`config.mk`:
```
export PLATFORM = sky130hd
export DESIGN_NAME = dcap_ctrl_port
export DESIGN_NICKNAME = d
export VERILOG_FILES = /design/src/logic/dcap_pkg.sv /design/src/logic/dcap_ctrl_port.sv
export SDC_FILE = /design/constraint.sdc
export NUM_CORES = 1
export LEC_CHECK = 0
export BUFFER_PORTS_ARGS = -buffer_cell sky130_fd_sc_hd__buf_2
export CAP_MARGIN = 15
export CELL_PAD_IN_SITES_DETAIL_PLACEMENT = 0
export CELL_PAD_IN_SITES_GLOBAL_PLACEMENT = 2
export CORE_MARGIN = 1
export CORE_UTILIZATION = 34
export DETAILED_ROUTE_END_ITERATION = 8
export GPL_ROUTABILITY_DRIVEN = 0
export PLACE_DENSITY = 0.77
export SYNTH_ARGS = -nofsm -noshare
export SYNTH_HDL_FRONTEND = slang
export SYNTH_SLANG_ARGS = --single-unit
```
`constraint.sdc`:
```
create_clock -name clk_i -period 2.8 [get_ports clk_i]
set_clock_uncertainty 0.2 [all_clocks]
set_input_delay 0.56 -clock clk_i [delete_from_list [all_inputs] [get_ports clk_i]]
set_output_delay 0.56 -clock clk_i [all_outputs]
set_load 0.01 [all_outputs]
```
`src/logic/dcap_pkg.sv`:
```
/*
 * Shared constants and carriers for the debug control access port.
 * Assumes one system clock; debugger-side accesses arrive from the debug
 * port logic on the link clock and are resampled inside the port.
 */
`default_nettype none
package dcap_pkg;

  // Debugger-side register offsets (link side only)
  localparam logic [7:0] DBG_SOFT_RESET_REQUEST = 8'h00;
  localparam logic [7:0] DBG_ERASE_ALL_TRIGGER  = 8'h04;
  localparam logic [7:0] DBG_ERASE_ALL_PROGRESS = 8'h08;
  localparam logic [7:0] DBG_ACCESS_GUARD_STATE = 8'h0c;
  localparam logic [7:0] DBG_ERASE_GUARD_STATE  = 8'h18;
  localparam logic [7:0] DBG_ERASE_GUARD_KEY    = 8'h1c;
  localparam logic [7:0] DBG_MBOX_SEND_WORD     = 8'h20;
  localparam logic [7:0] DBG_MBOX_SEND_FLAG     = 8'h24;
  localparam logic [7:0] DBG_MBOX_RECV_WORD     = 8'h28;
  localparam logic [7:0] DBG_MBOX_RECV_FLAG     = 8'h2c;
  localparam logic [7:0] DBG_PORT_IDENT         = 8'hfc;

  // CPU-side register offsets
  localparam logic [11:0] CPU_MBOX_RECV_WORD    = 12'h400;
  localparam logic [11:0] CPU_MBOX_RECV_FLAG    = 12'h404;
  localparam logic [11:0] CPU_MBOX_SEND_WORD    = 12'h480;
  localparam logic [11:0] CPU_MBOX_SEND_FLAG    = 12'h484;
  localparam logic [11:0] CPU_ERASE_GUARD_LOCK  = 12'h500;
  localparam logic [11:0] CPU_ERASE_GUARD_KEY   = 12'h504;

  // Field positions and values
  localparam int          CTRL_BIT              = 0;
  localparam int          SECURE_GUARD_BIT      = 1;
  localparam logic [31:0] WORD_ZERO             = 32'h0000_0000;
  localparam logic        WORD_WAITING          = 1'b1;
  localparam logic        WORD_TAKEN            = 1'b0;

  // Port identification value; arbitrary, chosen for this block only
  localparam logic [31:0] PORT_IDENT_DEFAULT    = 32'h1234_5670;

  typedef enum logic [2:0] {
    DCAP_ES_IDLE,
    DCAP_ES_FLASH,
    DCAP_ES_SRAM,
    DCAP_ES_USER_CFG,
    DCAP_ES_PERIPH,
    DCAP_ES_SUB_DOMAIN,
    DCAP_ES_DONE
  } dcap_erase_state_type;

  typedef struct packed {
    logic        req;
    logic        wr;
    logic [7:0]  addr;
    logic [31:0] wdata;
  } dcap_link_req_type;

  typedef struct packed {
    logic        sel;
    logic        wr;
    logic [11:0] addr;
    logic [31:0] wdata;
  } dcap_cpu_req_type;

endpackage
`default_nettype wire

```
`src/logic/dcap_ctrl_port.sv`:
```
/*
 * Debug control access port: soft reset request, erase-all sequencer,
 * protection status, two-way mailbox and erase-guard key unlock.
 * Assumes the debug port holds link_req_i stable around a rising edge of
 * link_clk_i, and that the erase engine answers each stage with done.
 */
// Overview of operation
// - Debugger reset register write requests soft reset and flags it as cause.
// - Erase-all write erases flash, SRAM, user config and peripherals in order.
// - Erase progress reads busy for the whole erase-all sequence.
// - Completed erase releases access guard at the next reset.
// - Subordinate domain erase, when selected at erase start, runs after the application domain stages.
// - Active erase guard after reset refuses debugger erase-all requests.
// - Debugger flash access follows only the access guard, not erase guard.
// - Erase guard blocks debugger erase-all writes and nothing else; matching keys still start erase-all.
// - Access guard blocks the processor access port entirely.
// - Debugger reads secure and non-secure access guard status.
// - Debugger reads erase guard configuration status.
// - Mailbox flags change only by hardware on data writes and reads.
// - Send sets both flags; receive read clears receive flag, then send flag.
// - Debugger send word is read by CPU from its receive word.
// - CPU send word is read by debugger from its receive word.
// - Equal non-zero keys from both sides start a full erase-all.
// - Key-triggered erase re-enables access ports at the following reset.
// - Lock register is set by a write of 1 and then holds; key writes are then ignored until reset.
// - Erase write forces reset request inactive until a system reset.
// - Debugger registers are reachable only over the link.
// - Identification register sits at the top of the debugger space.
`timescale 1ns/1ps
`default_nettype none
module dcap_ctrl_port #(
  parameter logic [31:0] PORT_IDENT = dcap_pkg::PORT_IDENT_DEFAULT
) (
  input  wire logic                         clk_i,
  input  wire logic                         sys_rst_i,
  input  wire logic                         link_clk_i,
  input  wire dcap_pkg::dcap_link_req_type  link_req_i,
  output logic [31:0]                       link_rdata_o,
  output logic                              link_ack_o,
  input  wire dcap_pkg::dcap_cpu_req_type   cpu_req_i,
  output logic [31:0]                       cpu_rdata_o,
  output logic                              cpu_ready_o,
  input  wire logic                         access_guard_i,
  input  wire logic                         secure_access_guard_i,
  input  wire logic                         erase_guard_i,
  input  wire logic                         sub_domain_erase_i,
  input  wire logic                         erase_done_i,
  output logic                              erase_req_o,
  output dcap_pkg::dcap_erase_state_type    erase_stage_o,
  output logic                              guard_release_o,
  output logic                              soft_reset_req_o,
  output logic                              reset_cause_soft_o,
  output logic                              processor_ap_enable_o,
  output logic                              dbg_flash_write_allow_o
);

  ////////////////////////////////////////////////////////////////////////
  // Link resampling
  logic                        lclk_meta;
  logic                        lclk_sync;
  logic                        lclk_prev;
  dcap_pkg::dcap_link_req_type lreq_meta;
  dcap_pkg::dcap_link_req_type lreq_sync;
  logic                        link_stb;
  logic                        dbg_wr;
  logic                        dbg_rd;

  always_ff @(posedge clk_i) begin
    if (sys_rst_i) begin
      lclk_meta <= 1'b0;
      lclk_sync <= 1'b0;
      lclk_prev <= 1'b0;
      lreq_meta <= '0;
      lreq_sync <= '0;
    end else begin
      lclk_meta <= link_clk_i;
      lclk_sync <= lclk_meta;
      lclk_prev <= lclk_sync;
      lreq_meta <= link_req_i;
      lreq_sync <= lreq_meta;
    end
  end

  assign link_stb = lclk_sync & ~lclk_prev & lreq_sync.req;
  assign dbg_wr   = link_stb & lreq_sync.wr;
  assign dbg_rd   = link_stb & ~lreq_sync.wr;

  logic cpu_wr;
  logic cpu_rd;
  assign cpu_wr = cpu_req_i.sel & cpu_req_i.wr;
  assign cpu_rd = cpu_req_i.sel & ~cpu_req_i.wr;

  ////////////////////////////////////////////////////////////////////////
  // Configuration taken once after reset release
  logic cfg_taken;
  logic access_guard;
  logic secure_guard;
  logic erase_guard;

  always_ff @(posedge clk_i) begin
    if (sys_rst_i) begin
      cfg_taken    <= 1'b0;
      access_guard <= 1'b1;
      secure_guard <= 1'b1;
      erase_guard  <= 1'b1;
    end else if (!cfg_taken) begin
      cfg_taken    <= 1'b1;
      access_guard <= access_guard_i;
      secure_guard <= secure_access_guard_i;
      erase_guard  <= erase_guard_i;
    end
  end

  always_ff @(posedge clk_i) begin
    if (sys_rst_i) begin
      processor_ap_enable_o   <= 1'b0;
      dbg_flash_write_allow_o <= 1'b0;
    end else begin
      processor_ap_enable_o   <= cfg_taken & ~access_guard;
      dbg_flash_write_allow_o <= cfg_taken & ~access_guard;
    end
  end

  ////////////////////////////////////////////////////////////////////////
  // Erase-guard keys and lock
  logic [31:0] dbg_key;
  logic [31:0] cpu_key;
  logic        key_lock;
  logic        key_match;

  assign key_match = (dbg_key == cpu_key) && (dbg_key != dcap_pkg::WORD_ZERO);

  always_ff @(posedge clk_i) begin
    if (sys_rst_i) begin
      key_lock <= 1'b0;
    end else if (cpu_wr && cpu_req_i.addr == dcap_pkg::CPU_ERASE_GUARD_LOCK && !key_lock) begin
      key_lock <= cpu_req_i.wdata[dcap_pkg::CTRL_BIT];
    end
  end

  always_ff @(posedge clk_i) begin
    if (sys_rst_i || key_match) begin
      dbg_key <= dcap_pkg::WORD_ZERO;
      cpu_key <= dcap_pkg::WORD_ZERO;
    end else begin
      if (dbg_wr && lreq_sync.addr == dcap_pkg::DBG_ERASE_GUARD_KEY && !key_lock) begin
        dbg_key <= lreq_sync.wdata;
      end
      if (cpu_wr && cpu_req_i.addr == dcap_pkg::CPU_ERASE_GUARD_KEY && !key_lock) begin
        cpu_key <= cpu_req_i.wdata;
      end
    end
  end

  ////////////////////////////////////////////////////////////////////////
  // Erase-all sequencer
  dcap_pkg::dcap_erase_state_type state;
  dcap_pkg::dcap_erase_state_type next_state;
  logic                           erase_write;
  logic                           erase_start;
  logic                           sub_pending;

  assign erase_write = dbg_wr && lreq_sync.addr == dcap_pkg::DBG_ERASE_ALL_TRIGGER
                       && lreq_sync.wdata[dcap_pkg::CTRL_BIT];
  assign erase_start = (erase_write && cfg_taken && !erase_guard) || key_match;

  always_comb begin
    next_state = state;
    case (state)
      dcap_pkg::DCAP_ES_IDLE: begin
        if (erase_start) begin
          next_state = dcap_pkg::DCAP_ES_FLASH;
        end
      end
      dcap_pkg::DCAP_ES_FLASH: begin
        if (erase_done_i) begin
          next_state = dcap_pkg::DCAP_ES_SRAM;
        end
      end
      dcap_pkg::DCAP_ES_SRAM: begin
        if (erase_done_i) begin
          next_state = dcap_pkg::DCAP_ES_USER_CFG;
        end
      end
      dcap_pkg::DCAP_ES_USER_CFG: begin
        if (erase_done_i) begin
          next_state = dcap_pkg::DCAP_ES_PERIPH;
        end
      end
      dcap_pkg::DCAP_ES_PERIPH: begin
        if (erase_done_i) begin
          next_state = sub_pending ? dcap_pkg::DCAP_ES_SUB_DOMAIN : dcap_pkg::DCAP_ES_DONE;
        end
      end
      dcap_pkg::DCAP_ES_SUB_DOMAIN: begin
        if (erase_done_i) begin
          next_state = dcap_pkg::DCAP_ES_DONE;
        end
      end
      // Done holds until reset so a second erase needs a fresh session
      dcap_pkg::DCAP_ES_DONE: begin
        next_state = dcap_pkg::DCAP_ES_DONE;
      end
      default: begin
        next_state = dcap_pkg::DCAP_ES_IDLE;
      end
    endcase
  end

  always_ff @(posedge clk_i) begin
    if (sys_rst_i) begin
      state         <= dcap_pkg::DCAP_ES_IDLE;
      erase_stage_o <= dcap_pkg::DCAP_ES_IDLE;
      erase_req_o   <= 1'b0;
      sub_pending   <= 1'b0;
    end else begin
      state         <= next_state;
      erase_stage_o <= next_state;
      erase_req_o   <= next_state != dcap_pkg::DCAP_ES_IDLE && next_state != dcap_pkg::DCAP_ES_DONE;
      if (state == dcap_pkg::DCAP_ES_IDLE && erase_start) begin
        sub_pending <= sub_domain_erase_i;
      end
    end
  end

  always_ff @(posedge clk_i) begin
    if (sys_rst_i) begin
      guard_release_o <= 1'b0;
    end else if (state == dcap_pkg::DCAP_ES_DONE) begin
      guard_release_o <= 1'b1;
    end
  end

  ////////////////////////////////////////////////////////////////////////
  // Soft reset request
  logic reset_blocked;

  always_ff @(posedge clk_i) begin
    if (sys_rst_i) begin
      soft_reset_req_o   <= 1'b0;
      reset_cause_soft_o <= 1'b0;
      reset_blocked      <= 1'b0;
    end else begin
      if (erase_write) begin
        reset_blocked    <= 1'b1;
        soft_reset_req_o <= 1'b0;
      end else if (dbg_wr && lreq_sync.addr == dcap_pkg::DBG_SOFT_RESET_REQUEST
                   && !reset_blocked) begin
        soft_reset_req_o <= lreq_sync.wdata[dcap_pkg::CTRL_BIT];
      end
      if (soft_reset_req_o) begin
        reset_cause_soft_o <= 1'b1;
      end
    end
  end

  ////////////////////////////////////////////////////////////////////////
  // Mailboxes
  logic [31:0] d2c_word;
  logic [31:0] c2d_word;
  logic        d2c_recv;
  logic        d2c_send;
  logic        c2d_recv;
  logic        c2d_send;
  logic        d2c_take;
  logic        c2d_take;
  logic        d2c_put;
  logic        c2d_put;
  logic        d2c_took;
  logic        c2d_took;

  assign d2c_put  = dbg_wr && lreq_sync.addr == dcap_pkg::DBG_MBOX_SEND_WORD;
  assign c2d_put  = cpu_wr && cpu_req_i.addr == dcap_pkg::CPU_MBOX_SEND_WORD;
  assign d2c_take = cpu_rd && cpu_req_i.addr == dcap_pkg::CPU_MBOX_RECV_WORD;
  assign c2d_take = dbg_rd && lreq_sync.addr == dcap_pkg::DBG_MBOX_RECV_WORD;

  always_ff @(posedge clk_i) begin
    if (sys_rst_i) begin
      d2c_word <= dcap_pkg::WORD_ZERO;
      c2d_word <= dcap_pkg::WORD_ZERO;
    end else begin
      if (d2c_put) begin
        d2c_word <= lreq_sync.wdata;
      end
      if (c2d_put) begin
        c2d_word <= cpu_req_i.wdata;
      end
    end
  end

  // Flags, receive first; a send wins over a clear
  always_ff @(posedge clk_i) begin
    if (sys_rst_i) begin
      d2c_recv <= dcap_pkg::WORD_TAKEN;
      d2c_send <= dcap_pkg::WORD_TAKEN;
      c2d_recv <= dcap_pkg::WORD_TAKEN;
      c2d_send <= dcap_pkg::WORD_TAKEN;
      d2c_took <= 1'b0;
      c2d_took <= 1'b0;
    end else begin
      d2c_took <= d2c_take & ~d2c_put;
      c2d_took <= c2d_take & ~c2d_put;
      if (d2c_put) begin
        d2c_recv <= dcap_pkg::WORD_WAITING;
        d2c_send <= dcap_pkg::WORD_WAITING;
      end else begin
        if (d2c_take) begin
          d2c_recv <= dcap_pkg::WORD_TAKEN;
        end
        if (d2c_took) begin
          d2c_send <= dcap_pkg::WORD_TAKEN;
        end
      end
      if (c2d_put) begin
        c2d_recv <= dcap_pkg::WORD_WAITING;
        c2d_send <= dcap_pkg::WORD_WAITING;
      end else begin
        if (c2d_take) begin
          c2d_recv <= dcap_pkg::WORD_TAKEN;
        end
        if (c2d_took) begin
          c2d_send <= dcap_pkg::WORD_TAKEN;
        end
      end
    end
  end

  ////////////////////////////////////////////////////////////////////////
  // Debugger read answers
  logic [31:0] next_link_rdata;

  always_comb begin
    next_link_rdata = dcap_pkg::WORD_ZERO;
    case (lreq_sync.addr)
      dcap_pkg::DBG_SOFT_RESET_REQUEST: next_link_rdata[dcap_pkg::CTRL_BIT] = soft_reset_req_o;
      dcap_pkg::DBG_ERASE_ALL_PROGRESS: next_link_rdata[dcap_pkg::CTRL_BIT] =
        state != dcap_pkg::DCAP_ES_IDLE && state != dcap_pkg::DCAP_ES_DONE;
      dcap_pkg::DBG_ACCESS_GUARD_STATE: begin
        next_link_rdata[dcap_pkg::CTRL_BIT]         = access_guard;
        next_link_rdata[dcap_pkg::SECURE_GUARD_BIT] = secure_guard;
      end
      dcap_pkg::DBG_ERASE_GUARD_STATE:  next_link_rdata[dcap_pkg::CTRL_BIT] = erase_guard;
      dcap_pkg::DBG_MBOX_SEND_FLAG:     next_link_rdata[dcap_pkg::CTRL_BIT] = d2c_send;
      dcap_pkg::DBG_MBOX_RECV_WORD:     next_link_rdata = c2d_word;
      dcap_pkg::DBG_MBOX_RECV_FLAG:     next_link_rdata[dcap_pkg::CTRL_BIT] = c2d_recv;
      dcap_pkg::DBG_PORT_IDENT:         next_link_rdata = PORT_IDENT;
      default:                          next_link_rdata = dcap_pkg::WORD_ZERO;
    endcase
  end

  // Ack toggles so the debug port can pick it up on its own clock
  always_ff @(posedge clk_i) begin
    if (sys_rst_i) begin
      link_rdata_o <= dcap_pkg::WORD_ZERO;
      link_ack_o   <= 1'b0;
    end else if (link_stb) begin
      link_ack_o <= ~link_ack_o;
      if (!lreq_sync.wr) begin
        link_rdata_o <= next_link_rdata;
      end
    end
  end

  ////////////////////////////////////////////////////////////////////////
  // CPU read answers
  logic [31:0] next_cpu_rdata;

  always_comb begin
    next_cpu_rdata = dcap_pkg::WORD_ZERO;
    case (cpu_req_i.addr)
      dcap_pkg::CPU_MBOX_RECV_WORD:   next_cpu_rdata = d2c_word;
      dcap_pkg::CPU_MBOX_RECV_FLAG:   next_cpu_rdata[dcap_pkg::CTRL_BIT] = d2c_recv;
      dcap_pkg::CPU_MBOX_SEND_FLAG:   next_cpu_rdata[dcap_pkg::CTRL_BIT] = c2d_send;
      dcap_pkg::CPU_ERASE_GUARD_LOCK: next_cpu_rdata[dcap_pkg::CTRL_BIT] = key_lock;
      default:                        next_cpu_rdata = dcap_pkg::WORD_ZERO;
    endcase
  end

  always_ff @(posedge clk_i) begin
    if (sys_rst_i) begin
      cpu_rdata_o <= dcap_pkg::WORD_ZERO;
      cpu_ready_o <= 1'b0;
    end else begin
      cpu_ready_o <= cpu_req_i.sel;
      if (cpu_rd) begin
        cpu_rdata_o <= next_cpu_rdata;
      end
    end
  end

  ////////////////////////////////////////////////////////////////////////
  // Checks
  AST_ERASE_REFUSED: assert property (@(posedge clk_i) disable iff (sys_rst_i)
    (state == dcap_pkg::DCAP_ES_IDLE && erase_write && erase_guard && !key_match)
      |=> state == dcap_pkg::DCAP_ES_IDLE)
    else $error("erase-all accepted under erase guard");

  AST_ERASE_START: assert property (@(posedge clk_i) disable iff (sys_rst_i)
    (state == dcap_pkg::DCAP_ES_IDLE && erase_start)
      |=> state == dcap_pkg::DCAP_ES_FLASH ##1 erase_req_o)
    else $error("erase did not start with flash");

  AST_BUSY_READ: assert property (@(posedge clk_i) disable iff (sys_rst_i)
    (dbg_rd && lreq_sync.addr == dcap_pkg::DBG_ERASE_ALL_PROGRESS
     && state inside {dcap_pkg::DCAP_ES_FLASH, dcap_pkg::DCAP_ES_SRAM, dcap_pkg::DCAP_ES_USER_CFG,
                      dcap_pkg::DCAP_ES_PERIPH, dcap_pkg::DCAP_ES_SUB_DOMAIN})
      |=> link_rdata_o[dcap_pkg::CTRL_BIT])
    else $error("progress not busy mid erase");

  AST_SUB_LAST: assert property (@(posedge clk_i) disable iff (sys_rst_i)
    state == dcap_pkg::DCAP_ES_SUB_DOMAIN |-> $past(state) inside
      {dcap_pkg::DCAP_ES_PERIPH, dcap_pkg::DCAP_ES_SUB_DOMAIN})
    else $error("subordinate erased before application");

  AST_RESET_KILL: assert property (@(posedge clk_i) disable iff (sys_rst_i)
    erase_write |=> !soft_reset_req_o [*8])
    else $error("reset request survived erase write");

  AST_KEY_LOCK: assert property (@(posedge clk_i) disable iff (sys_rst_i)
    key_lock |=> key_lock && $stable(cpu_key) || cpu_key == dcap_pkg::WORD_ZERO)
    else $error("key changed while locked");

  AST_MBOX_ORDER: assert property (@(posedge clk_i) disable iff (sys_rst_i)
    // A fresh send right after the read may legally leave both flags waiting
    (d2c_take && !d2c_put && d2c_send) |=> !d2c_recv && d2c_send ##1 (!d2c_send || d2c_recv))
    else $error("mailbox flags cleared out of order");

  AST_MBOX_SET: assert property (@(posedge clk_i) disable iff (sys_rst_i)
    c2d_put |=> c2d_recv && c2d_send && c2d_word == $past(cpu_req_i.wdata))
    else $error("send did not mark word waiting");

  AST_AP_GATE: assert property (@(posedge clk_i) disable iff (sys_rst_i)
    (cfg_taken && access_guard) |=> !processor_ap_enable_o && !dbg_flash_write_allow_o)
    else $error("processor port open under access guard");

  AST_KEY_ERASE: assert property (@(posedge clk_i) disable iff (sys_rst_i)
    (key_match && state == dcap_pkg::DCAP_ES_IDLE) |=> state == dcap_pkg::DCAP_ES_FLASH)
    else $error("matching keys did not start erase");

endmodule
`default_nettype wire

```
==> metrics.md, run 1 <==
| Metric | Value |
|---|---|
| Clock slew at the register clock pins of the worst setup and hold paths | 0.06 ns |
| Commonest cells after routing, fill and taps aside | sky130_fd_sc_hd__dfxtp_1 (302), sky130_fd_sc_hd__nand2_1 (206), sky130_fd_sc_hd__buf_2 (169), sky130_fd_sc_hd__a21oi_1 (110), sky130_fd_sc_hd__nor2b_1 (91) |
| Core Box Area | 29900 um2 |
| Arrival time at the worst endpoint | 2.60 ns |
| Residual overflow from global routing | 0 |
| Sequential share of the synthesized area | 0.581 |
| Power density relative to cell area | 713 nW/um2 |
| Mean area per synthesized cell | 9.65 um2 |
| Largest buffer count on any clock path | 3 |
| Outcome | completed |
| Vias after detailed routing | 7670 |
| Final Cell Area | 12800 um2 |
| First-pass iteration count of the detailed router | 5 |
| DRC violation total after the first TritonRoute iteration | 340 |
| Simple-gate area share of the yosys netlist | 0.204 |
| Global-route wire length before repair | 41200 um |
| Number of nets at the end of the flow | 1332 |
| Most common cell after layout, fill and taps aside | sky130_fd_sc_hd__dfxtp_1 |
| Routed Antenna Nets | 0 |
| Total number of yosys warnings | 0 |
| Vias in the first global route | 7409 |
| Combinational family with the most area after synthesis | simple AND/OR/NAND/NOR gates |
| Hold slack final | 0.0531 ns |
| Clock Tree Root | sky130_fd_sc_hd__clkbuf_16 |
| Fraction of layout cells with a size suffix above 1 | 0.202 |
| Final worst path period need | 2.42 ns |
| Number of cells in the finished layout apart from fillers | 1649 |
| Num CTS Buffers | 34 |
| Fin. max-slew vios | 0 |
| Number of filler instances in the final layout | 2968 |
| Met1 track demand over resource | 0.242 |
| Share of cell area taken by muxes after synthesis | 0.0375 |
| Compound-cell area share of the yosys netlist | 0.116 |
| Final sum of negative setup slack | 0 ns |
| Die Outline Area | 31300 um2 |
| Final number of hold-violating endpoints | 0 |
| Data required time at the worst endpoint | 2.98 ns |
| Count of pins on the block boundary | 171 |
| Later-pin clock latency in the skew report | 0.51 ns |
| Part of the cycle the worst path needs | 0.863 |
| Max-cap violations | 0 |
| Instance area after placement | 11700 um2 |
| Vias per Instance | 4.65 |
| Netlist cell types | 45 |
| Unrepaired setup endpoints after global routing | false |
| Cts repair resizes | 0 |
| Hold Path Class | in -> reg |
| Synth Register Bits | 302 |
| Layer with the highest usage | met2 |
| M2 GR Usage | 0.252 |
| GR met3 Demand/Resource | 0.0309 |
| GRT Resource Usage Total | 0.167 |
| Adder-cell share of the synthesized area | 0 |
| Number of synthesized flops with an enable pin | 0 |
| Synth Instances | 1078 |
| Leakage dissipation | 5.19 nW |
| Async set-reset flop share out of synthesis | 0 |
| Clock Sinks | 302 |
| DR DRC count | 0 |
| Number of buffers added on ports | 170 |
| H-Tree Level Count | 2 |
| Fmax | 414 MHz |
| Relative slew slack | 0.665 |
| WS Path Type | reg -> reg |
| Largest vdd supply drop | 0.334 mV |
| Detailed-route wire length | 26000 um |
| Placement Rows | 63 |
| Syn_nets | 1174 |
| Y dimension of the die | 177 um |
| Largest net degree at the start of global routing | 83 |
| Netlist area before placement | 10400 um2 |
| Slew at the pin closest to its max-slew limit | 0.502 ns |
| Die Width | 177 um |
| Clock tree from TritonCTS | built |
| Maximum fanout along the worst path | 64 |
| Top flip-flop cell by instance count after synthesis | sky130_fd_sc_hd__dfxtp_1 |
| Area growth from synthesis to layout | 23.1% |
| Initial standard-cell utilization of the core | 0.348 |
| Endpoint type of the worst setup path | flip-flop |
| Wire length per cell | 15.7 um |
| XOR/XNOR share of the synthesized area | 0.0286 |
| Final-report setup violation count | 0 |
| Placed Cells | 1590 |
| Hold-fix buffers, CTS | 0 |
| Initial antenna violation count | 1 |
| Number of setup buffers added after CTS | 0 |
| Crit path launch type | flip-flop |
| Detailed Place HPWL | 17900 um |
## registers in the layout, summed over array words and instances (netlist names), 3 cells and up
| signal | cells |
|---|---|
| dbg_key | 32 |
| d2c_word | 32 |
| cpu_key | 32 |
| state | 3 |
| c2d_word | 32 |
| lreq_meta | 42 |
| link_rdata_o | 32 |
| lreq_sync | 42 |
| cpu_rdata_o | 32 |
## critical path: stages, from the launching register on
cell and delay, ns:
sky130_fd_sc_hd__dfxtp_1 0.36, sky130_fd_sc_hd__xor2_1 0.18, sky130_fd_sc_hd__nor4_1 0.35, sky130_fd_sc_hd__nand4_1 0.22
sky130_fd_sc_hd__nor3_1 0.39, sky130_fd_sc_hd__or2_2 0.21, sky130_fd_sc_hd__buf_12 0.26, sky130_fd_sc_hd__nor2_1 0.08
## path summary, 6_finish.rpt
check | to | slack (ns) | cells after the start | start
max | cpu_key[31] | 0.38 | 7 | dbg_key[25]
min | lreq_meta[30] | 0.05 | 2 | link_req_i[30]
max reg2reg | cpu_key[31] | 0.38 | 7 | dbg_key[25]
min reg2reg | lreq_sync[29] | 0.23 | 1 | lreq_meta[29]
## metrics by stage
stage	setup WS (ns)	total power, mW	util
after detailed placement	0.243	4.75	0.391
after floorplan	0.539	4.60	-
after global routing	0.174	9.47	0.429
final	0.384	9.14	0.429
after CTS	0.360	9.27	0.429
after global placement	0.267	4.75	0.391
## power by group
| group | switching [mW] | total (mW) | internal [mW] | leakage [nW] |
|---|---|---|---|---|
| Combinational | 0.148 | 0.257 | 0.110 | 2.18 |
| Clock | 1.71 | 4.49 | 2.77 | 0.556 |
| Sequential | 0.0317 | 4.39 | 4.36 | 2.45 |
| Total | 1.89 | 9.14 | 7.24 | 5.19 |
## cell usage after synthesis (all sizes together), types with 13 or more instances
| master | instances | area, um2 |
|---|---|---|
| dfxtp | 302 | 6050 |
| nand2 | 206 | 773 |
| a21oi | 110 | 551 |
| nor2b | 91 | 569 |
| nor2 | 74 | 280 |
| a22o | 48 | 420 |
| clkbuf | 41 | 154 |
| mux2i | 39 | 390 |
| xor2 | 34 | 298 |
| buf | 30 | 184 |
| nor4 | 20 | 146 |
| a221oi | 13 | 114 |
| nor3 | 13 | 87.6 |
## cell type report
type | instances | area, um2 | area share
diodes | 1 | 2.50 | 0.000195
clock buffers | 48 | 963 | 0.0752
clock inverters | 10 | 173 | 0.0135
inverters | 2 | 7.51 | 0.000586
multi-input cells | 703 | 4030 | 0.314
flip-flops and latches | 302 | 6050 | 0.472
well taps | 390 | 488 | 0.0381
repair buffers | 193 | 1100 | 0.0862
## per-layer routing
metal | up-vias | part of all wire
met5 | - | 0
met4 | 0 | 0.017
met3 | 41 | 0.045
met2 | 154 | 0.42
met1 | 3521 | 0.51
li1 | 3954 | -
## logic make-up (layout without fill, tap and decap cells)
kind of cell	Yosys count	count (layout)
buffers and inverters	73	253
xor gates and xnor gates	34	34
and+or+nand+nor	442	442
other	0	1
DFF	302	302
muxes	39	39
AOI/OAI and AO/OA	188	188
Power figures use the tool's default switching activity.
==> run 2, diff against run 1 <==
--- a/config.mk
+++ b/config.mk
@@ -10,10 +10,10 @@
 export CELL_PAD_IN_SITES_DETAIL_PLACEMENT = 0
 export CELL_PAD_IN_SITES_GLOBAL_PLACEMENT = 2
 export CORE_MARGIN = 1
-export CORE_UTILIZATION = 34
+export CORE_UTILIZATION = 31
 export DETAILED_ROUTE_END_ITERATION = 8
 export GPL_ROUTABILITY_DRIVEN = 0
-export PLACE_DENSITY = 0.77
+export PLACE_DENSITY = 0.74
 export SYNTH_ARGS = -nofsm -noshare
 export SYNTH_HDL_FRONTEND = slang
 export SYNTH_SLANG_ARGS = --single-unit
==> constraint.sdc (replaced) <==
create_clock -name clk_i -period 2 [get_ports clk_i]
set_clock_uncertainty 0.2 [all_clocks]
set_input_delay 0.4 -clock clk_i [delete_from_list [all_inputs] [get_ports clk_i]]
set_output_delay 0.4 -clock clk_i [all_outputs]
set_load 0.01 [all_outputs]
==> metrics.md, run 2 (synthesized netlist as in run 1, its figures left out) <==
| Metric | Value |
|---|---|
| Global-route wire length before repair | 45100 um |
| Detailed Place HPWL | 18700 um |
| Die Outline Area | 34300 um2 |
| Largest vdd supply drop | 0.532 mV |
| Slew at the pin closest to its max-slew limit | 0.528 ns |
| Worst hold path endpoint | lreq_meta[38] |
| Final-report setup violation count | 121 |
| Y dimension of the die | 185 um |
| Detailed-route wire length | 30000 um |
| Vias after detailed routing | 8472 |
| Die Width | 185 um |
| Layer with the highest usage | met2 |
| Register cell area after layout | 6070 um2 |
| DRC violation total after the first TritonRoute iteration | 351 |
| Vias per Instance | 4.57 |
| Number of filler instances in the final layout | 3098 |
| Number of cells in the finished layout apart from fillers | 1854 |
| Clock tree from TritonCTS | built |
| Multi-input gate area in the final layout | 4880 um2 |
| Largest buffer count on any clock path | 3 |
| Number of buffers added on ports | 170 |
| Initial antenna violation count | 0 |
| Vias in the first global route | 8186 |
| Relative contribution of sequential cells to total power | 0.464 |
| Maximum fanout along the worst path | 8 |
| Later-pin clock latency in the skew report | 0.51 ns |
| Hold slack final | 0.0521 ns |
| PnR worst setup slack | -0.168 ns |
| Fmax | 461 MHz |
| Data required time at the worst endpoint | 2.25 ns |
| DR DRC count | 0 |
| Worst reg2reg setup slack | -0.17 ns |
| Leakage dissipation | 6.46 nW |
| Number of nets at the end of the flow | 1482 |
| Worst flop-to-flop path startpoint | lreq_sync[39] |
| GRT Resource Usage Total | 0.168 |
| Part of the cycle the worst path needs | 1.08 |
| H-Tree Level Count | 2 |
| GR met3 Demand/Resource | 0.0281 |
| Most common cell after layout, fill and taps aside | sky130_fd_sc_hd__dfxtp_1 |
| Relative slew slack | 0.648 |
| Failing checks | negative setup slack |
| Count of pins on the block boundary | 171 |
| Met1 track demand over resource | 0.236 |
| Pre-CTS setup slack | -0.281 ns |
| Reported net switching power | 2.86 mW |
| Final number of hold-violating endpoints | 0 |
| Outcome | complete, but fails checks |
| Hold Path Class | in -> reg |
| Number of cells on the worst hold path | 2 |
| Clock Sinks | 302 |
| Unrepaired setup endpoints after global routing | true |
| Endpoint type of the worst setup path | flip-flop |
| Power density relative to cell area | 854 nW/um2 |
| Placement Rows | 66 |
| Ant diodes | 0 |
| Clock Tree Root | sky130_fd_sc_hd__clkbuf_16 |
| Fraction of layout cells with a size suffix above 1 | 0.352 |
| Routed Antenna Nets | 0 |
| First-pass iteration count of the detailed router | 6 |
| M2 GR Usage | 0.266 |
| Area growth from synthesis to layout | 49.4% |
| Core Box Area | 32800 um2 |
| Final worst path period need | 2.17 ns |
| Registers with the most flip-flops | lreq_meta x42, lreq_sync x42 |
| Num CTS Buffers | 35 |
| Max-cap violations | 0 |
| Crit path launch type | flip-flop |
| Placed Cells | 1674 |
| WS Path Type | reg -> reg |
| Clock slew at the register clock pins of the worst setup and hold paths | 0.06 ns |
| Worst R2R End | d2c_word[15] |
| Net Sw Frac | 0.215 |
| Fin. max-slew vios | 0 |
| Share of power burned in combinational logic | 0.049 |
| Initial standard-cell utilization of the core | 0.317 |
| Residual overflow from global routing | 0 |
| Number of cells traversed by the worst register-to-register path | 10 |
| Design internal power | 10.4 mW |
| Clock Power Share | 0.487 |
| Commonest cells after routing, fill and taps aside | sky130_fd_sc_hd__dfxtp_1 (287), sky130_fd_sc_hd__nand2_1 (172), sky130_fd_sc_hd__buf_2 (169), sky130_fd_sc_hd__nor2b_1 (91), sky130_fd_sc_hd__dlygate4sd3_1 (80) |
| Source of the worst hold timing path | sys_rst_i |
| Arrival time at the worst endpoint | 2.42 ns |
| Wire length per cell | 16.2 um |
| Largest net degree at the start of global routing | 103 |
| Post-layout total power | 13.3 mW |
-- run 2: area by class of cell --
class	instances	share of cell area
sequential	302	0.390
multi-input combinational	703	0.314
timing repair buffer	342	0.183
clock buffer	49	0.0656
tap	442	0.0356
clock inverter	14	0.0109
inverter	2	0.000483
-- run 2: power by group through the flow --
stage,Sequential (mW),Clock (mW),Combinational [mW]
5_1_grt,6.16,6.88,0.705
3_3_place_gp,6.28,0,0.412
4_1_cts,6.15,6.63,0.607
3_5_place_dp,6.28,0,0.410
6_report,6.16,6.47,0.655
2_1_floorplan,6.26,0,0.184
-- run 2: worst max-delay path by stage --
| stage | startpoint | endpoint |
|---|---|---|
| 2_1_floorplan | lreq_sync[39] | d2c_word[24] |
| 3_3_place_gp | cpu_req_i[37] | c2d_word[25] |
| 3_5_place_dp | cpu_req_i[37] | c2d_word[24] |
| 4_1_cts | dbg_key[17] | cpu_key[3] |
| 5_1_grt | cpu_key[31] | sub_pending |
| 6_report | lreq_sync[39] | d2c_word[15] |
-- run 2: per-stage QoR --
| stage | utilization | cell area, um2 | TNS (ns) |
|---|---|---|---|
| final | 0.474 | 15500 | -10.05 |
| after global routing | 0.474 | 15500 | -24.95 |
| after CTS | 0.449 | 14700 | -7.69 |
| after detailed placement | 0.369 | 12100 | -31.08 |
| after global placement | 0.369 | 12100 | -29.35 |
| after floorplan | - | 10500 | -5.19 |
-- run 2: what timing repair did --
action                                  CTS  global route
pin swaps                                16            79
endpoints found under the setup margin  116           134
gates resized for setup                  54           191
buffers inserted                         22             8
hold buffers                             80             0
gates cloned                              7             7
endpoints found under the hold margin   108             0
-- run 2: critical path, stage by stage, from the launching register on --
cell	delay, ns
sky130_fd_sc_hd__dfxtp_4	0.36
sky130_fd_sc_hd__nor2_4	0.10
sky130_fd_sc_hd__nand3b_1	0.12
sky130_fd_sc_hd__or4_4	0.45
sky130_fd_sc_hd__buf_6	0.15
sky130_fd_sc_hd__nor3_4	0.16
sky130_fd_sc_hd__buf_6	0.16
sky130_fd_sc_hd__buf_12	0.10
sky130_fd_sc_hd__buf_16	0.14
sky130_fd_sc_hd__nand2_4	0.05
sky130_fd_sc_hd__a21oi_2	0.12
-- run 2: layer usage --
metal | wire length (um) | up-vias
met3 | 1200 | 35
li1 | - | 4261
met4 | 414 | 0
met5 | 0 | -
met2 | 13700 | 192
met1 | 14700 | 3984
==> run 3, diff against run 2 <==
--- a/config.mk
+++ b/config.mk
@@ -14,6 +14,7 @@
 export DETAILED_ROUTE_END_ITERATION = 8
 export GPL_ROUTABILITY_DRIVEN = 0
 export PLACE_DENSITY = 0.74
+export SETUP_SLACK_MARGIN = 0.05
 export SYNTH_ARGS = -nofsm -noshare
 export SYNTH_HDL_FRONTEND = slang
 export SYNTH_SLANG_ARGS = --single-unit
==> metrics.md, run 3 (synthesized netlist as in run 1, its figures left out) <==
| Metric | Value |
|---|---|
| Die Outline Area | 34300 um2 |
| Number of filler instances in the final layout | 3132 |
| Largest vdd supply drop | 0.658 mV |
| Vias in the first global route | 8101 |
| Data required time at the worst endpoint | 2.22 ns |
| Detailed-route wire length | 30300 um |
| Arrival time at the worst endpoint | 2.40 ns |
| Clock slew at the register clock pins of the worst setup and hold paths | 0.07 ns |
| Num CTS Buffers | 31 |
| Routed Antenna Nets | 0 |
| Slew at the pin closest to its max-slew limit | 0.579 ns |
| Part of the cycle the worst path needs | 1.09 |
| Number of cells traversed by the worst register-to-register path | 7 |
| DR DRC count | 0 |
| PnR worst setup slack | -0.182 ns |
| Number of buffers added on ports | 170 |
| Fraction of layout cells with a size suffix above 1 | 0.354 |
| Critical-path cell list | nor2_4 -> nand3b_1 -> or4_4 -> or3_4 -> clkbuf_16 -> nand2_1 -> a21oi_2 |
| Cell with the largest stage delay on the worst path | sky130_fd_sc_hd__or3_4 |
| Placed Cells | 1672 |
| Worst Setup SP | lreq_sync[39] |
| Final number of hold-violating endpoints | 0 |
| Crit path launch type | flip-flop |
| Power density relative to cell area | 841 nW/um2 |
| First-pass iteration count of the detailed router | 6 |
| Most common cell after layout, fill and taps aside | sky130_fd_sc_hd__dfxtp_1 |
| Commonest cells after routing, fill and taps aside | sky130_fd_sc_hd__dfxtp_1 (293), sky130_fd_sc_hd__buf_2 (169), sky130_fd_sc_hd__nand2_1 (165), sky130_fd_sc_hd__nor2b_1 (91), sky130_fd_sc_hd__dlygate4sd3_1 (81) |
| Placement Rows | 66 |
| CP endpoint | d2c_word[22] |
| H-Tree Level Count | 1 |
| Fin. max-slew vios | 0 |
| Worst reg2reg setup slack | -0.18 ns |
| Core Box Area | 32800 um2 |
| Area growth from synthesis to layout | 48.5% |
| Initial standard-cell utilization of the core | 0.317 |
| Registers with the most flip-flops | lreq_meta x42, lreq_sync x42 |
| GRT Resource Usage Total | 0.170 |
| Wire length per cell | 16.4 um |
| Largest buffer count on any clock path | 3 |
| Clock Sinks | 302 |
| Hold Path Class | in -> reg |
| Instance area after placement | 12100 um2 |
| Die Width | 185 um |
| Clock tree from TritonCTS | built |
| Y dimension of the die | 185 um |
| Leakage dissipation | 6.23 nW |
| Worst R2R End | d2c_word[22] |
| Vias per Instance | 4.59 |
| Final worst path period need | 2.18 ns |
| Initial antenna violation count | 1 |
| Final core utilization | 0.472 |
| Relative slew slack | 0.614 |
| Final Cell Area | 15500 um2 |
| Later-pin clock latency in the skew report | 0.55 ns |
| Max-cap violations | 0 |
| DRC violation total after the first TritonRoute iteration | 292 |
| Endpoint type of the worst setup path | flip-flop |
| Cell type group with the largest total delay on the critical path | simple AND/OR/NAND/NOR gates |
| Fmax | 458 MHz |
| Residual overflow from global routing | 0 |
| Global-route wire length before repair | 45400 um |
| Clock Tree Root | sky130_fd_sc_hd__clkbuf_16 |
| Failing checks | negative setup slack |
| WS Path Type | reg -> reg |
| Maximum fanout along the worst path | 8 |
| Final-report setup violation count | 126 |
| Count of buffering cells on the critical path with inverters included | 1 |
| Detailed Place HPWL | 19200 um |
| Count of pins on the block boundary | 171 |
| Largest net degree at the start of global routing | 82 |
| Crit-path max cell delay | 0.46 ns |
| Number of cells in the finished layout apart from fillers | 1844 |
| Unrepaired setup endpoints after global routing | true |
| Number of nets at the end of the flow | 1474 |
| Outcome | complete, but fails checks |
| Worst flop-to-flop path startpoint | lreq_sync[39] |
| Worst path depth | 7 |
| Vias after detailed routing | 8468 |
run 3: cell types whose count changed in the layout (fill, tap and decap cells not counted), sizes merged:
cell / change
clkinv: -3
dlygate4sd3: +1
bufinv: +3
clkbuf: -8
buf: -4
diode: +1
run 3: layout make-up:
| class | count | area [um2] | share of cell area |
|---|---|---|---|
| clock inverters | 14 | 233 | 0.0151 |
| repair buffers | 338 | 2840 | 0.183 |
| clock buffers | 42 | 877 | 0.0567 |
| well taps | 442 | 553 | 0.0358 |
| flip-flops and latches | 302 | 6060 | 0.392 |
| inverters | 2 | 7.51 | 0.000486 |
| diodes | 1 | 2.50 | 0.000162 |
| multi-input cells | 703 | 4890 | 0.316 |
run 3: worst min-delay path by stage:
stage                     depth (start not counted)            end  slack (ns)          start
after floorplan                                   1  lreq_sync[39]        0.21  lreq_meta[39]
after global placement                            1  lreq_sync[13]        0.22  lreq_meta[13]
after detailed placement                          1   lreq_sync[5]        0.22   lreq_meta[5]
after CTS                                         3       key_lock        0.03  cpu_req_i[34]
after global routing                              3       key_lock        0.05  cpu_req_i[34]
final                                             3       key_lock        0.05  cpu_req_i[34]
run 3: power by group:
part	switching [mW]	leakage (nW)	internal (mW)
registers	0.0478	2.46	6.10
clock network	2.39	0.540	3.84
logic	0.293	3.24	0.341
run 3: worst register-to-register path, delay by kind of cell (launching register included):
family / cells / cell delay, ns
compound gates: 1 / 0.05
buf+inv: 1 / 0.23
flops: 1 / 0.36
simple gates: 5 / 1.21
run 3: repair_timing:
| item | CTS | global route |
|---|---|---|
| setup buffers | 16 | 6 |
| endpoints found under the hold margin | 120 | 0 |
| endpoints found under the setup margin | 134 | 136 |
| gates cloned | 10 | 6 |
| resized for setup | 55 | 191 |
| hold buffers | 81 | 0 |
| pin swaps | 34 | 81 |
run 3: through the flow:
stage / worst slack (ns) / power (mW) / hold WS (ns) / setup TNS, ns
floorplan: -0.0920 / 6.45 / 0.214 / -5.21
global placement: -0.208 / 6.70 / 0.224 / -22.82
detailed placement: -0.222 / 6.69 / 0.220 / -25.65
CTS: -0.128 / 13.1 / 0.0306 / -7.10
global route: -0.267 / 13.5 / 0.0504 / -27.95
finish: -0.182 / 13.0 / 0.0504 / -11.68
run 3: metal layers:
metal,vias to the layer above,GRT usage,part of all wire
met4,0,0.0443,0.019
met2,179,0.261,0.44
li1,4260,-,-
met5,-,0,0
met1,3984,0.248,0.50
met3,45,0.0230,0.035
